===== src/rtl/nvram_pkg.sv =====
// Shared constants, types and carriers for the nonvolatile memory command register
package nvram_pkg;

    // Control register field positions
    localparam int BUSY_BIT = 31;
    localparam int CMD_HI = 31;
    localparam int CMD_LO = 29;
    localparam int FAIL_BIT = 28;
    localparam int DATA_HI = 23;
    localparam int DATA_LO = 16;

    // Byte lanes: lane 3 carries the command, lane 2 the address/data byte
    localparam int BE_CMD = 3;
    localparam int BE_DATA = 2;

    localparam int REG_W = 32;
    localparam int BYTE_W = 8;
    localparam int ADDR_W = 11;
    localparam int HIGH_USED = 3;
    localparam int NSIDES = 2;
    localparam int SIDE_HOST = 0;
    localparam int SIDE_LOCAL = 1;

    typedef logic [2:0] cmd_t;
    localparam cmd_t CMD_SEL_WDATA = 3'h0;
    localparam cmd_t CMD_LOAD_LOW = 3'h4;
    localparam cmd_t CMD_LOAD_HIGH = 3'h5;
    localparam cmd_t CMD_WRITE = 3'h6;
    localparam cmd_t CMD_READ = 3'h7;

    localparam logic [REG_W-1:0] REG_ZERO = 32'h0000_0000;
    localparam logic [BYTE_W-1:0] BYTE_ZERO = 8'h00;

    // Acknowledge polls after a write before giving up
    localparam logic [11:0] POLL_LIMIT = 12'hFFF;
    localparam logic [11:0] POLL_ONE = 12'h001;

    typedef enum logic [1:0] {
        SEL_NONE = 2'b00,
        SEL_LOW = 2'b01,
        SEL_HIGH = 2'b11,
        SEL_WDATA = 2'b10
    } load_sel_e;

    typedef enum logic [1:0] {
        MOP_WRITE = 2'h0,
        MOP_READ = 2'h1,
        MOP_PROBE = 2'h2
    } mem_op_e;

    typedef enum logic [1:0] {
        ENG_IDLE = 2'b00,
        ENG_XFER = 2'b01,
        ENG_POLL = 2'b11
    } eng_state_e;

    typedef struct packed {
        logic is_read;
        logic [ADDR_W-1:0] addr;
        logic [BYTE_W-1:0] wdata;
    } mem_cmd_s;

    localparam mem_cmd_s MEM_CMD_RESET = '{is_read: 1'b0, addr: 11'h000, wdata: 8'h00};

endpackage


===== src/rtl/nvram_command_register_access.sv =====
// Host and local-side command registers driving one external memory access engine
//
// Behaviour
// - Command 100 selects low address loading; later data-byte writes overwrite it.
// - Command 101 selects high address loading; later data-byte writes overwrite it.
// - Address is 11 bits; only three low bits of the high byte count.
// - Command 111 sets busy and starts a memory read at the loaded address.
// - After a read, bits 23:16 show the byte read from memory.
// - Transfer-failure bit 28 sets when the memory gives no acknowledge.
// - Failure flag holds until the next read or write operation begins.
// - A wide write carries command and data byte together in one access.
// - Wide write with 100 or 101 loads its byte straight into that address.
// - Wide write of 110 loads write data, sets busy, starts a memory write.
// - Byte-wide command 000 drops address loading and selects write-data loading.
// - Only one of the three load selections is active at a time.
// - Identical local-side register shares the engine through queueing and arbitration.
// - After an acknowledged write, memory is re-addressed until it acknowledges or 4096 probes go unanswered; then busy clears.
`timescale 1ns/1ns
module nvram_command_register_access (
    // Clock and reset
    input wire logic REF_CLK_I,
    input wire logic RST_I,
    // Host-side control register
    input wire logic HOST_WR_I,
    input wire logic [3:0] HOST_BE_I,
    input wire logic [nvram_pkg::REG_W-1:0] HOST_WDATA_I,
    output logic [nvram_pkg::REG_W-1:0] HOST_RDATA_O,
    // Local add-on side control register
    input wire logic LOCAL_WR_I,
    input wire logic [3:0] LOCAL_BE_I,
    input wire logic [nvram_pkg::REG_W-1:0] LOCAL_WDATA_I,
    output logic [nvram_pkg::REG_W-1:0] LOCAL_RDATA_O,
    // External memory transaction port
    output logic MEM_REQ_O,
    output logic [1:0] MEM_OP_O,
    output logic [nvram_pkg::ADDR_W-1:0] MEM_ADDR_O,
    output logic [nvram_pkg::BYTE_W-1:0] MEM_WDATA_O,
    input wire logic MEM_DONE_I,
    input wire logic MEM_ACK_I,
    input wire logic [nvram_pkg::BYTE_W-1:0] MEM_RDATA_I
);

    localparam int NS = nvram_pkg::NSIDES;

    // Command lane write with a start command
    function automatic logic is_start(input logic cmd_wr, input nvram_pkg::cmd_t cmd);
        is_start = cmd_wr && ((cmd == nvram_pkg::CMD_WRITE) || (cmd == nvram_pkg::CMD_READ));
    endfunction

    // Where a data byte goes: the command in the same access wins over the held selection
    function automatic nvram_pkg::load_sel_e data_target(
        input logic cmd_wr,
        input nvram_pkg::cmd_t cmd,
        input nvram_pkg::load_sel_e held
    );
        data_target = held;
        if (cmd_wr) begin
            unique case (cmd)
                nvram_pkg::CMD_LOAD_LOW: data_target = nvram_pkg::SEL_LOW;
                nvram_pkg::CMD_LOAD_HIGH: data_target = nvram_pkg::SEL_HIGH;
                nvram_pkg::CMD_SEL_WDATA: data_target = nvram_pkg::SEL_WDATA;
                nvram_pkg::CMD_WRITE: data_target = nvram_pkg::SEL_WDATA;
                default: data_target = nvram_pkg::SEL_NONE;
            endcase
        end
    endfunction

    // Register read image
    function automatic logic [nvram_pkg::REG_W-1:0] status_word(
        input logic busy,
        input logic fail,
        input logic [nvram_pkg::BYTE_W-1:0] data
    );
        status_word = nvram_pkg::REG_ZERO;
        status_word[nvram_pkg::BUSY_BIT] = busy;
        status_word[nvram_pkg::FAIL_BIT] = fail;
        status_word[nvram_pkg::DATA_HI:nvram_pkg::DATA_LO] = data;
    endfunction

    // Local side is staged one cycle, mirroring its longer path to the engine
    logic local_wr_q;
    logic [3:0] local_be_q;
    logic [nvram_pkg::REG_W-1:0] local_wdata_q;

    logic side_wr [NS];
    logic [3:0] side_be [NS];
    logic [nvram_pkg::REG_W-1:0] side_wd [NS];

    nvram_pkg::load_sel_e sel_q [NS];
    nvram_pkg::load_sel_e sel_d [NS];
    logic [nvram_pkg::BYTE_W-1:0] lo_q [NS];
    logic [nvram_pkg::BYTE_W-1:0] lo_d [NS];
    logic [nvram_pkg::BYTE_W-1:0] hi_q [NS];
    logic [nvram_pkg::BYTE_W-1:0] hi_d [NS];
    logic [nvram_pkg::BYTE_W-1:0] wdat_q [NS];
    logic [nvram_pkg::BYTE_W-1:0] wdat_d [NS];
    logic start_d [NS];
    logic busy_q [NS];
    logic fail_q [NS];
    logic [nvram_pkg::BYTE_W-1:0] rdat_q [NS];
    logic pend_q [NS];
    nvram_pkg::mem_cmd_s pcmd_q [NS];

    logic grant_valid;
    logic grant_side;
    logic last_side_q;
    logic owner_q;
    logic eng_start_q;
    nvram_pkg::mem_cmd_s eng_cmd_q;
    logic eng_busy;
    logic eng_done;
    logic eng_fail;
    logic [nvram_pkg::BYTE_W-1:0] eng_rdata;
    nvram_pkg::mem_op_e eng_op;

    always_ff @(posedge REF_CLK_I or posedge RST_I) begin
        if (RST_I) begin
            local_wr_q <= 1'b0;
            local_be_q <= 4'h0;
            local_wdata_q <= nvram_pkg::REG_ZERO;
        end else begin
            local_wr_q <= LOCAL_WR_I;
            local_be_q <= LOCAL_BE_I;
            local_wdata_q <= LOCAL_WDATA_I;
        end
    end

    always_comb begin
        side_wr[nvram_pkg::SIDE_HOST] = HOST_WR_I;
        side_be[nvram_pkg::SIDE_HOST] = HOST_BE_I;
        side_wd[nvram_pkg::SIDE_HOST] = HOST_WDATA_I;
        side_wr[nvram_pkg::SIDE_LOCAL] = local_wr_q;
        side_be[nvram_pkg::SIDE_LOCAL] = local_be_q;
        side_wd[nvram_pkg::SIDE_LOCAL] = local_wdata_q;
    end

    // Decode of each side's register write
    always_comb begin
        for (int s = 0; s < NS; s++) begin
            logic cw;
            logic dw;
            nvram_pkg::cmd_t cmd;
            logic [nvram_pkg::BYTE_W-1:0] dat;
            nvram_pkg::load_sel_e tgt;
            cw = side_wr[s] && side_be[s][nvram_pkg::BE_CMD];
            dw = side_wr[s] && side_be[s][nvram_pkg::BE_DATA];
            cmd = side_wd[s][nvram_pkg::CMD_HI:nvram_pkg::CMD_LO];
            dat = side_wd[s][nvram_pkg::DATA_HI:nvram_pkg::DATA_LO];
            // Wide write: command and byte in one access
            tgt = data_target(cw, cmd, sel_q[s]);
            sel_d[s] = sel_q[s];
            if (cw) begin
                unique case (cmd)
                    nvram_pkg::CMD_LOAD_LOW: sel_d[s] = nvram_pkg::SEL_LOW;
                    nvram_pkg::CMD_LOAD_HIGH: sel_d[s] = nvram_pkg::SEL_HIGH;
                    nvram_pkg::CMD_SEL_WDATA: sel_d[s] = nvram_pkg::SEL_WDATA;
                    nvram_pkg::CMD_WRITE: sel_d[s] = nvram_pkg::SEL_NONE;
                    nvram_pkg::CMD_READ: sel_d[s] = nvram_pkg::SEL_NONE;
                    default: sel_d[s] = sel_q[s];
                endcase
            end
            lo_d[s] = lo_q[s];
            hi_d[s] = hi_q[s];
            wdat_d[s] = wdat_q[s];
            if (dw) begin
                unique case (tgt)
                    nvram_pkg::SEL_LOW: lo_d[s] = dat;
                    nvram_pkg::SEL_HIGH: hi_d[s] = dat;
                    nvram_pkg::SEL_WDATA: wdat_d[s] = dat;
                    nvram_pkg::SEL_NONE: wdat_d[s] = wdat_q[s];
                endcase
            end
            // A start while busy is dropped; software must poll first
            start_d[s] = is_start(cw, cmd) && !busy_q[s];
        end
    end

    always_ff @(posedge REF_CLK_I or posedge RST_I) begin
        if (RST_I) begin
            for (int s = 0; s < NS; s++) begin
                sel_q[s] <= nvram_pkg::SEL_NONE;
            end
        end else begin
            for (int s = 0; s < NS; s++) begin
                sel_q[s] <= sel_d[s];
            end
        end
    end

    always_ff @(posedge REF_CLK_I or posedge RST_I) begin
        if (RST_I) begin
            for (int s = 0; s < NS; s++) begin
                lo_q[s] <= nvram_pkg::BYTE_ZERO;
                hi_q[s] <= nvram_pkg::BYTE_ZERO;
                wdat_q[s] <= nvram_pkg::BYTE_ZERO;
            end
        end else begin
            for (int s = 0; s < NS; s++) begin
                lo_q[s] <= lo_d[s];
                hi_q[s] <= hi_d[s];
                wdat_q[s] <= wdat_d[s];
            end
        end
    end

    // Queued operation per side, captured with the same-cycle data byte
    always_ff @(posedge REF_CLK_I or posedge RST_I) begin
        if (RST_I) begin
            for (int s = 0; s < NS; s++) begin
                pend_q[s] <= 1'b0;
                pcmd_q[s] <= nvram_pkg::MEM_CMD_RESET;
            end
        end else begin
            for (int s = 0; s < NS; s++) begin
                if (start_d[s]) begin
                    pend_q[s] <= 1'b1;
                    pcmd_q[s].is_read <= (side_wd[s][nvram_pkg::CMD_HI:nvram_pkg::CMD_LO]
                                          == nvram_pkg::CMD_READ);
                    pcmd_q[s].addr <= {hi_d[s][nvram_pkg::HIGH_USED-1:0], lo_d[s]};
                    pcmd_q[s].wdata <= wdat_d[s];
                end else if (grant_valid && (grant_side == s[0])) begin
                    pend_q[s] <= 1'b0;
                end
            end
        end
    end

    // Round-robin between the two sides, only while the engine is free
    always_comb begin
        grant_valid = 1'b0;
        grant_side = 1'b0;
        if (!eng_busy && !eng_start_q) begin
            if (pend_q[0] && pend_q[1]) begin
                grant_valid = 1'b1;
                grant_side = !last_side_q;
            end else if (pend_q[0] || pend_q[1]) begin
                grant_valid = 1'b1;
                grant_side = pend_q[1];
            end
        end
    end

    always_ff @(posedge REF_CLK_I or posedge RST_I) begin
        if (RST_I) begin
            eng_start_q <= 1'b0;
            eng_cmd_q <= nvram_pkg::MEM_CMD_RESET;
            owner_q <= 1'b0;
            last_side_q <= 1'b1;
        end else begin
            eng_start_q <= grant_valid;
            if (grant_valid) begin
                eng_cmd_q <= pcmd_q[grant_side];
                owner_q <= grant_side;
                last_side_q <= grant_side;
            end
        end
    end

    // Busy, failure and read-back byte per side
    always_ff @(posedge REF_CLK_I or posedge RST_I) begin
        if (RST_I) begin
            for (int s = 0; s < NS; s++) begin
                busy_q[s] <= 1'b0;
                fail_q[s] <= 1'b0;
                rdat_q[s] <= nvram_pkg::BYTE_ZERO;
            end
        end else begin
            for (int s = 0; s < NS; s++) begin
                if (start_d[s]) begin
                    busy_q[s] <= 1'b1;
                    fail_q[s] <= 1'b0;
                end else if (eng_done && (owner_q == s[0])) begin
                    busy_q[s] <= 1'b0;
                    fail_q[s] <= eng_fail;
                    if (eng_cmd_q.is_read) begin
                        rdat_q[s] <= eng_rdata;
                    end
                end
            end
        end
    end

    nvram_access_engine u_engine (
        .clk_i(REF_CLK_I),
        .rst_i(RST_I),
        .start_i(eng_start_q),
        .cmd_i(eng_cmd_q),
        .busy_o(eng_busy),
        .done_o(eng_done),
        .fail_o(eng_fail),
        .rdata_o(eng_rdata),
        .mem_req_o(MEM_REQ_O),
        .mem_op_o(eng_op),
        .mem_addr_o(MEM_ADDR_O),
        .mem_wdata_o(MEM_WDATA_O),
        .mem_done_i(MEM_DONE_I),
        .mem_ack_i(MEM_ACK_I),
        .mem_rdata_i(MEM_RDATA_I)
    );

    assign MEM_OP_O = eng_op;
    assign HOST_RDATA_O = status_word(busy_q[nvram_pkg::SIDE_HOST], fail_q[nvram_pkg::SIDE_HOST],
                                      rdat_q[nvram_pkg::SIDE_HOST]);
    assign LOCAL_RDATA_O = status_word(busy_q[nvram_pkg::SIDE_LOCAL],
                                       fail_q[nvram_pkg::SIDE_LOCAL],
                                       rdat_q[nvram_pkg::SIDE_LOCAL]);

endmodule


===== src/rtl/nvram_access_engine.sv =====
// Sequencer that runs one read or write on the external memory, with acknowledge polling
`timescale 1ns/1ns
module nvram_access_engine (
    // Clock and reset
    input wire logic clk_i,
    input wire logic rst_i,
    // Command from the arbiter
    input wire logic start_i,
    input wire nvram_pkg::mem_cmd_s cmd_i,
    output logic busy_o,
    output logic done_o,
    output logic fail_o,
    output logic [nvram_pkg::BYTE_W-1:0] rdata_o,
    // Memory transaction port
    output logic mem_req_o,
    output nvram_pkg::mem_op_e mem_op_o,
    output logic [nvram_pkg::ADDR_W-1:0] mem_addr_o,
    output logic [nvram_pkg::BYTE_W-1:0] mem_wdata_o,
    input wire logic mem_done_i,
    input wire logic mem_ack_i,
    input wire logic [nvram_pkg::BYTE_W-1:0] mem_rdata_i
);

    nvram_pkg::eng_state_e state_q;
    nvram_pkg::mem_cmd_s cmd_q;
    logic [11:0] polls_q;

    assign busy_o = (state_q != nvram_pkg::ENG_IDLE);
    assign mem_addr_o = cmd_q.addr;
    assign mem_wdata_o = cmd_q.wdata;

    always_ff @(posedge clk_i or posedge rst_i) begin
        if (rst_i) begin
            state_q <= nvram_pkg::ENG_IDLE;
            cmd_q <= nvram_pkg::MEM_CMD_RESET;
            mem_req_o <= 1'b0;
            mem_op_o <= nvram_pkg::MOP_WRITE;
            polls_q <= 12'h000;
            done_o <= 1'b0;
            fail_o <= 1'b0;
            rdata_o <= nvram_pkg::BYTE_ZERO;
        end else begin
            done_o <= 1'b0;
            unique case (state_q)
                nvram_pkg::ENG_IDLE: begin
                    if (start_i) begin
                        cmd_q <= cmd_i;
                        mem_req_o <= 1'b1;
                        mem_op_o <= cmd_i.is_read ? nvram_pkg::MOP_READ : nvram_pkg::MOP_WRITE;
                        state_q <= nvram_pkg::ENG_XFER;
                    end
                end
                nvram_pkg::ENG_XFER: begin
                    if (mem_done_i) begin
                        mem_req_o <= 1'b0;
                        if (!mem_ack_i) begin
                            fail_o <= 1'b1;
                            done_o <= 1'b1;
                            state_q <= nvram_pkg::ENG_IDLE;
                        end else if (cmd_q.is_read) begin
                            rdata_o <= mem_rdata_i;
                            fail_o <= 1'b0;
                            done_o <= 1'b1;
                            state_q <= nvram_pkg::ENG_IDLE;
                        end else begin
                            // Memory is busy writing internally; keep addressing it
                            polls_q <= 12'h000;
                            state_q <= nvram_pkg::ENG_POLL;
                        end
                    end
                end
                nvram_pkg::ENG_POLL: begin
                    if (!mem_req_o) begin
                        mem_req_o <= 1'b1;
                        mem_op_o <= nvram_pkg::MOP_PROBE;
                    end else if (mem_done_i) begin
                        mem_req_o <= 1'b0;
                        if (mem_ack_i) begin
                            fail_o <= 1'b0;
                            done_o <= 1'b1;
                            state_q <= nvram_pkg::ENG_IDLE;
                        end else if (polls_q == nvram_pkg::POLL_LIMIT) begin
                            // Bounded so a dead memory cannot hold busy forever
                            fail_o <= 1'b1;
                            done_o <= 1'b1;
                            state_q <= nvram_pkg::ENG_IDLE;
                        end else begin
                            polls_q <= polls_q + nvram_pkg::POLL_ONE;
                        end
                    end
                end
                default: begin
                    mem_req_o <= 1'b0;
                    state_q <= nvram_pkg::ENG_IDLE;
                end
            endcase
        end
    end

endmodule


===== config.mk =====
export PLATFORM = sky130hd
export DESIGN_NAME = nvram_command_register_access
export DESIGN_NICKNAME = d
export VERILOG_FILES = /design/src/rtl/nvram_pkg.sv /design/src/rtl/nvram_command_register_access.sv /design/src/rtl/nvram_access_engine.sv
export SDC_FILE = /design/constraint.sdc
export NUM_CORES = 1
export LEC_CHECK = 0
export ABC_AREA = 0
export BUFFER_PORTS_ARGS = -buffer_cell sky130_fd_sc_hd__buf_2
export CORE_ASPECT_RATIO = 0.75
export CORE_MARGIN = 2
export CORE_UTILIZATION = 55
export CTS_CLUSTER_SIZE = 14
export DETAILED_ROUTE_END_ITERATION = 8
export PLACE_DENSITY_LB_ADDON = 0.1
export REMOVE_ABC_BUFFERS = 1
export SETUP_SLACK_MARGIN = 0.4
export SYNTH_ARGS = -nofsm -noshare
export SYNTH_HDL_FRONTEND = slang
export SYNTH_SLANG_ARGS = --single-unit

===== constraint.sdc =====
create_clock -name REF_CLK_I -period 6.54 [get_ports REF_CLK_I]
set_input_delay 0.327 -clock REF_CLK_I [delete_from_list [all_inputs] [get_ports REF_CLK_I]]
set_output_delay 0.327 -clock REF_CLK_I [all_outputs]
set_load 0.1 [all_outputs]

Word level (Yosys, flattened, before mapping)

Cells that the tools add are included.

Logic and storage cells: 206
Bits in registers: 211
Input port bits: 86
Output and inout bits: 86

Add/subtract/negate cells: 1
Muxes and demuxes: 81
Equal/unequal tests: 28
Reduce and logical (&&, ||, !) cells: 49
$lt $le $gt $ge: 1
Bitwise logic cells: 5

Operators by type and width:

| cell                                                   | count |
|---|---|
| two-way mux 12 bit                                     | 7 |
| two-way mux 8 bit                                      | 8 |
| two-way mux 20 bit                                     | 3 |
| two-way mux 1 bit                                      | 37 |
| == test 3 bit (second input constant)                  | 8 |
| two-way mux 2 bit                                      | 12 |
| case mux 12 bit (2 select lines)                       | 1 |
| case mux 2 bit (3 select lines)                        | 3 |
| inequality test 2 bit (second input constant)          | 8 |
| case mux 2 bit (4 select lines)                        | 2 |
| logical AND 1 bit                                      | 14 |
| nonzero test 2 bit                                     | 7 |
| adder 12 x 1 -> 12 bit (second input constant)         | 1 |
| == test 12 bit (second input constant)                 | 1 |
| two-way mux 3 bit                                      | 4 |
| == test 2 bit (second input constant)                  | 5 |
| AND reduction 3 bit                                    | 3 |
| AND reduction 2 bit                                    | 4 |
| AND reduction 8 bit                                    | 1 |
| nonzero test 4 bit                                     | 2 |
| OR reduction 2 bit                                     | 4 |
| == test 2 x 1 -> 1 bit (second input constant)         | 3 |
| zero test 3 bit                                        | 2 |
| inequality test 3 x 2 -> 1 bit (second input constant) | 2 |
| 13 further kinds                                       | 23 |

Longest topological paths before layout

Word-level depth: 8
Gate-level depth with buffers: 8
Depth with buffers taken out: 7

Modules after synthesis

Synthesis repeated with hierarchy kept, for this count alone.

Cells, all modules: 708
Area total of the unflattened synthesis: 8,356.8 µm²

Modules (own cells, without submodules):

| module                        | cells an instance | area each (µm²) | times used |
|---|---|---|---|
| nvram_command_register_access | 481               | 5,839.4         | 1 |
| nvram_access_engine           | 227               | 2,517.4         | 1 |

Worst setup path before layout

OpenSTA, ideal clock, no wires.

Path type: reg2reg
From: register u_engine.mem_req_o
To: register u_engine.polls_q[6]
Clock period less this slack: 2.208 ns
Arrival: 2.130 ns
Slack: 4.332 ns
Stages on the path, launching flop included: 5
Library setup time: 0.078 ns
Cells stage by stage: dfrtp_1 -> inv_1 -> a221o_1 -> or4_1 -> a21oi_1

Word-level cells in the longest chain between the ends: 2

Ends and longest elaborated chain:

| item                                     | line                      | RTL |
|---|---|---|
| from (decl)                              | nvram_access_engine.sv:15 | `output logic mem_req_o,` |
| from (signal assigned)                   | nvram_access_engine.sv:36 | `mem_req_o <= 1'b0;` |
| from (signal assigned)                   | nvram_access_engine.sv:48 | `mem_req_o <= 1'b1;` |
| from (signal assigned)                   | nvram_access_engine.sv:55 | `mem_req_o <= 1'b0;` |
| inequality test 2 x 1 -> 1 bit (no line) | n/a                       |  |
| AND reduction 8 bit (no line)            | n/a                       |  |
| to (signal assigned)                     | nvram_access_engine.sv:88 | `polls_q <= polls_q + nvram_pkg::POLL_ONE;` |
| to (decl)                                | nvram_access_engine.sv:26 | `logic [11:0] polls_q;` |

Every way passes these cells.
A chain may end at the register's enable or synchronous reset.

Final worst setup path

From: register u_engine.state_q[0]
To: register eng_cmd_q[8] in the netlist's numbering

Word-level cells in the longest chain between the ends: 8
Elaborated cells between the ends (all ways): 9
Classes of those cells: mux: 5; bitwise: 1; reduce/logical: 3

Ends and longest elaborated chain:

| item                                                  | line                                 | RTL |
|---|---|---|
| from (decl)                                           | nvram_access_engine.sv:24            | `nvram_pkg::eng_state_e state_q;` |
| from (signal assigned)                                | nvram_access_engine.sv:34            | `state_q <= nvram_pkg::ENG_IDLE;` |
| from (signal assigned)                                | nvram_access_engine.sv:50            | `state_q <= nvram_pkg::ENG_XFER;` |
| from (signal assigned)                                | nvram_access_engine.sv:59            | `state_q <= nvram_pkg::ENG_IDLE;` |
| nonzero test 2 bit (*)                                | nvram_access_engine.sv:28            | `assign busy_o = (state_q != nvram_pkg::ENG_IDLE);` |
| zero test 1 bit (*)                                   | nvram_command_register_access.sv:232 | `if (!eng_busy && !eng_start_q) begin` |
| logical AND 1 bit (*)                                 | nvram_command_register_access.sv:232 |  |
| two-way mux 1 bit                                     | nvram_command_register_access.sv:232 |  |
| inverter 1 -> 2 bit (implied by the code)             | nvram_command_register_access.sv:252 | `eng_cmd_q <= pcmd_q[grant_side];` |
| two-way mux 20 bit (implied by the code) (3 in a row) | nvram_command_register_access.sv:252 |  |
| to (signal assigned)                                  | nvram_command_register_access.sv:246 | `eng_cmd_q <= nvram_pkg::MEM_CMD_RESET;` |
| to (signal assigned)                                  | nvram_command_register_access.sv:252 |  |
| to (decl)                                             | nvram_command_register_access.sv:109 | `nvram_pkg::mem_cmd_s eng_cmd_q;` |

Every way passes the cells marked *; elsewhere a longest branch is shown, timed or not. The select of a mux whose other input is x is not followed.

==> impl_results.rst <==
.. list-table::
   :header-rows: 1

   * - Metric
     - Value
   * - Cell count after synthesis
     - 706
   * - Depth of the most critical reg-to-reg path
     - 6
   * - Violated checks
     - hold timing
   * - Total grt overflow
     - 0
   * - Tmin final
     - 2960 ps
   * - Result of the run
     - finished with violations
   * - Slowest cell on the critical path
     - sky130_fd_sc_hd__and3_1
   * - Met3 WL post-DR
     - 887 µm
   * - Post-synthesis instance area
     - 8240 µm²
   * - Maximum clock frequency
     - 338 MHz
   * - Synth warnings
     - 0
   * - Commonest cells after routing, fill and taps aside
     - sky130_fd_sc_hd__dfrtp_1 (187), sky130_fd_sc_hd__buf_2 (81), sky130_fd_sc_hd__mux2_2 (77)
   * - Vias in the first global route
     - 5,372
   * - DIE AREA
     - 16,000 µm²
   * - Seq. cell area
     - 4710 µm²
   * - Ant. Diodes
     - 0
   * - Share of async-settable or async-resettable flops after synthesis
     - 1.00
   * - Max-capacitance violation count
     - 0
   * - Setup Skew
     - 16.0 ps
   * - Worst Setup Path Type
     - flip-flop to flip-flop
   * - Clock network latency to the later pin of the worst-skew pair
     - 440 ps
   * - Peak ir drop on the vdd network
     - 0.407 mV
   * - Antenna violations before repair
     - 0
   * - EDFF count, synth
     - 0
   * - Post-route ant nets
     - 0
   * - Layout-stage area growth over the synthesis result
     - 13.0%
   * - Cell leakage power
     - 0.00440 µW
   * - Via count of the routed design
     - 5,370
   * - Pin count of the biggest net entering global routing
     - 74
   * - Starting density of the core
     - 0.566
   * - Clock tree from TritonCTS
     - yes
   * - Total power per unit cell area
     - 529 nW/µm²
   * - Source of the worst register-to-register timing path
     - u_engine.state_q[0]$_DFFE_PP0P_
   * - Crit path required time
     - 6820 ps
   * - Crit-path max cell delay
     - 870 ps
   * - Flops & latches, synth
     - 188
   * - Final number of hold-violating endpoints
     - 4
   * - Share of power burned in registers
     - 0.377
   * - Row count
     - 38
   * - Commonest non-fill, non-tap cell in the layout
     - sky130_fd_sc_hd__dfrtp_1
   * - Final Routed Wirelength
     - 16,400 µm
   * - Crit Path Max Fanout
     - 24
   * - DRC violations left
     - 0
   * - Die Y-Extent
     - 110 µm
   * - Sw power
     - 2120 µW
   * - Share of the yosys chip area belonging to registers
     - 0.571
   * - Reg2reg setup slack
     - 3580 ps
   * - Switching part of the total
     - 0.431
   * - Worst hold slack across all endpoints
     - -10.3 ps
   * - Number of DRC violations after detailed-routing iteration 0
     - 306
   * - Sinks on Clock Net
     - 188
   * - Htree depth
     - 4
   * - Boundary pin count
     - 172
   * - Maximum count of clock buffers along a single path
     - 2
   * - Count of final max-slew check failures
     - 0
   * - End of the worst register-to-register path
     - eng_cmd_q[8]$_DFFE_PP0P_
   * - Fraction of final layout cells sized beyond drive strength 1
     - 0.289
   * - Number of library cell types mapped by synthesis
     - 57
   * - Global-route wire length before repair
     - 27,000 µm
   * - Global-route usage over all layers
     - 0.217
   * - Sum of negative setup slack
     - 0 ps
   * - Detailed route wirelength on metal2
     - 7810 µm
   * - Number of I/O port buffers
     - 81
   * - CTS clk-pin slew, worst paths
     - 70 ps
   * - Detailed-routing wirelength on met1
     - 7350 µm
   * - Most instantiated flip-flop cell in the synthesis netlist
     - sky130_fd_sc_hd__dfrtp_1
   * - Part of the total power dissipated in combinational logic
     - 0.389
   * - CP startpoint kind
     - flip-flop
   * - Launch point of the critical path
     - u_engine.state_q[0]$_DFFE_PP0P_
   * - Final core utilization
     - 0.640
   * - Number of buffers added for setup after CTS
     - 0
   * - Multi-input logic area
     - 2960 µm²
   * - Via density per instance
     - 5.42
   * - RSZ-0062 raised after global routing
     - no
   * - Clock buffer count from CTS
     - 17
   * - Slew of the pin with the lowest slew margin
     - 1020 ps
   * - Routability cong.
     - 0.826
   * - Portion of total power attributed to the clock network
     - 0.233
   * - Cell at the root of the clock tree
     - sky130_fd_sc_hd__clkbuf_16
   * - Pint
     - 2800 µW
   * - Uppermost layer routed
     - met4
   * - Mean routed wirelength per cell
     - 16.5 µm
   * - Standard cell core area
     - 14,500 µm²
   * - CP Capture Type
     - flip-flop
   * - Data arrival, critical path
     - 3240 ps
   * - Cts hold-fix bufs
     - 14
   * - Net count reported at finish
     - 867
   * - Worst Setup EP
     - eng_cmd_q[8]$_DFFE_PP0P_
   * - Syn Area/Cell
     - 11.7 µm²
   * - Total of fill cells in the finished design
     - 1,141
   * - Relative max-transition margin
     - 0.323
   * - Die boundary width
     - 145 µm
   * - Post-DP HPWL
     - 10,600 µm
   * - Hold/Removal Path Class
     - primary input to async pin
   * - 1st-pass router iterations
     - 7
   * - Total of cells resized after clock tree synthesis
     - 0
   * - Portion of the clock cycle consumed by the worst path in the final layout
     - 0.453
   * - Chain of cells forming the critical path
     - inv_1 > ha_1 > and2b_1 > and3_1 > nand2b_1 > o21ai_0
   * - Final-report setup violation count
     - 0
-- flip-flops by register name (all words and copies together), names as in the netlist, 6 cells and up --
name and flops:
u_engine.rdata_o 8, lo_q 16, u_engine.mem_wdata_o 8, eng_cmd_q 20
wdat_q 16, HOST_RDATA_O 10, u_engine.polls_q 12, hi_q 6
LOCAL_RDATA_O 10, local_wdata_q 11, u_engine.mem_addr_o 11, pcmd_q 40
-- synthesized netlist by cell type (2+ instances only) --
cell type / count / area, µm²
sky130_fd_sc_hd__nand3_1: 8 / 40.0
sky130_fd_sc_hd__o211ai_1: 6 / 45.0
sky130_fd_sc_hd__and3b_1: 2 / 17.5
sky130_fd_sc_hd__inv_1: 38 / 143
sky130_fd_sc_hd__nand4_1: 3 / 18.8
sky130_fd_sc_hd__a21oi_1: 18 / 90.1
sky130_fd_sc_hd__nor2_1: 27 / 101
sky130_fd_sc_hd__clkbuf_1: 19 / 71.3
sky130_fd_sc_hd__o21ai_0: 54 / 270
sky130_fd_sc_hd__a31oi_1: 17 / 106
sky130_fd_sc_hd__or4_1: 5 / 37.5
sky130_fd_sc_hd__a22oi_1: 21 / 158
sky130_fd_sc_hd__nand2b_1: 5 / 31.3
sky130_fd_sc_hd__o21ai_1: 2 / 10.0
sky130_fd_sc_hd__a211oi_1: 2 / 15.0
sky130_fd_sc_hd__nor3_2: 2 / 20.0
sky130_fd_sc_hd__nand3b_1: 3 / 22.5
sky130_fd_sc_hd__or3_1: 4 / 25.0
sky130_fd_sc_hd__ha_1: 4 / 50.1
sky130_fd_sc_hd__nor2b_1: 8 / 50.1
sky130_fd_sc_hd__a21o_1: 4 / 30.0
sky130_fd_sc_hd__and4bb_2: 2 / 25.0
sky130_fd_sc_hd__o31ai_1: 6 / 45.0
sky130_fd_sc_hd__nand2_1: 49 / 184
sky130_fd_sc_hd__o21bai_1: 2 / 15.0
sky130_fd_sc_hd__buf_4: 63 / 473
sky130_fd_sc_hd__and2_1: 2 / 12.5
sky130_fd_sc_hd__mux2_2: 77 / 867
sky130_fd_sc_hd__or3_4: 2 / 22.5
sky130_fd_sc_hd__or3b_1: 4 / 35.0
sky130_fd_sc_hd__or3b_2: 13 / 114
sky130_fd_sc_hd__mux2i_1: 6 / 60.1
sky130_fd_sc_hd__dfrtp_1: 187 / 4680
sky130_fd_sc_hd__buf_2: 7 / 35.0
sky130_fd_sc_hd__and3_1: 2 / 12.5
sky130_fd_sc_hd__o2111a_1: 2 / 22.5
sky130_fd_sc_hd__xor2_1: 2 / 17.5
sky130_fd_sc_hd__nor4_1: 3 / 18.8
sky130_fd_sc_hd__a31o_2: 6 / 52.6
sky130_fd_sc_hd__buf_6: 2 / 22.5
-- power groups by stage --
stage          Clock (µW)  Sequential, µW  Combinational [µW]
5_1_grt              1220            1910                2050
2_1_floorplan           0            2550                 819
3_5_place_dp            0            1870                1900
3_3_place_gp            0            1850                1860
4_1_cts              1170            1850                1920
6_report             1150            1860                1910
-- layout make-up --
cell class,instances,area share
clock inverters,15,0.0251
well taps,200,0.0269
multi-input cells,432,0.318
clock buffers,17,0.0457
flip-flops and latches,188,0.506
inverters,38,0.0159
repair buffers,100,0.0627
-- kinds of logic (layout without fill, tap and decap cells) --
logic type / count (synthesis) / count (layout) / synth area share
fa+ha+maj: 4 / 4 / 0.00608
flops: 188 / 188 / 0.571
buf+inv: 129 / 170 / 0.0904
compound gates: 149 / 149 / 0.115
simple gates: 150 / 150 / 0.101
mux: 83 / 83 / 0.113
other cells: 1 / 44 / 0.000455
xor+xnor: 2 / 2 / 0.00213
-- worst max-delay path: cells and delay by family, from the launching register on --
kind                     cells  cell delay, ps
adder cells (fa/ha/maj)      1             260
AND/OR/NAND/NOR              3            1870
flip-flops                   1             400
AO/OA/AOI/OAI                1             180
buffers and inverters        1              90
-- layer usage --
layer / vias to the layer above / track usage
li1: 2517 / -
met2: 170 / 0.352
met5: - / 0
met4: 0 / 0.0784
met1: 2658 / 0.287
met3: 25 / 0.0580
-- worst min path at each step --
stage                           start                               to  slack, ps  cells past startpoint
global route                    RST_I  u_engine.rdata_o[5]$_DFFE_PP0P_         50                      2
detailed placement  LOCAL_WDATA_I[23]      local_wdata_q[23]$_DFF_PP0_        440                      1
floorplan               LOCAL_BE_I[2]          local_be_q[2]$_DFF_PP0_        360                      0
global placement    LOCAL_WDATA_I[19]      local_wdata_q[19]$_DFF_PP0_        440                      1
finish                          RST_I  u_engine.rdata_o[0]$_DFFE_PP0P_        -10                      2
CTS                             RST_I  u_engine.rdata_o[0]$_DFFE_PP0P_          7                      2
-- through the flow --
step                      setup slack, ps  hold WS (ps)  cell area (µm²)  cells  power, µW
after floorplan                      1100           358             7790    658       3370
after global placement               3760           435             8510    944       3710
after detailed placement             3650           436             8510    944       3780
after CTS                            3630          7.39             9310    990       4940
after global routing                 3340          45.1             9310    990       5180
final                                3580         -10.3             9310    990       4920
(Power assumes the default switching activity.)
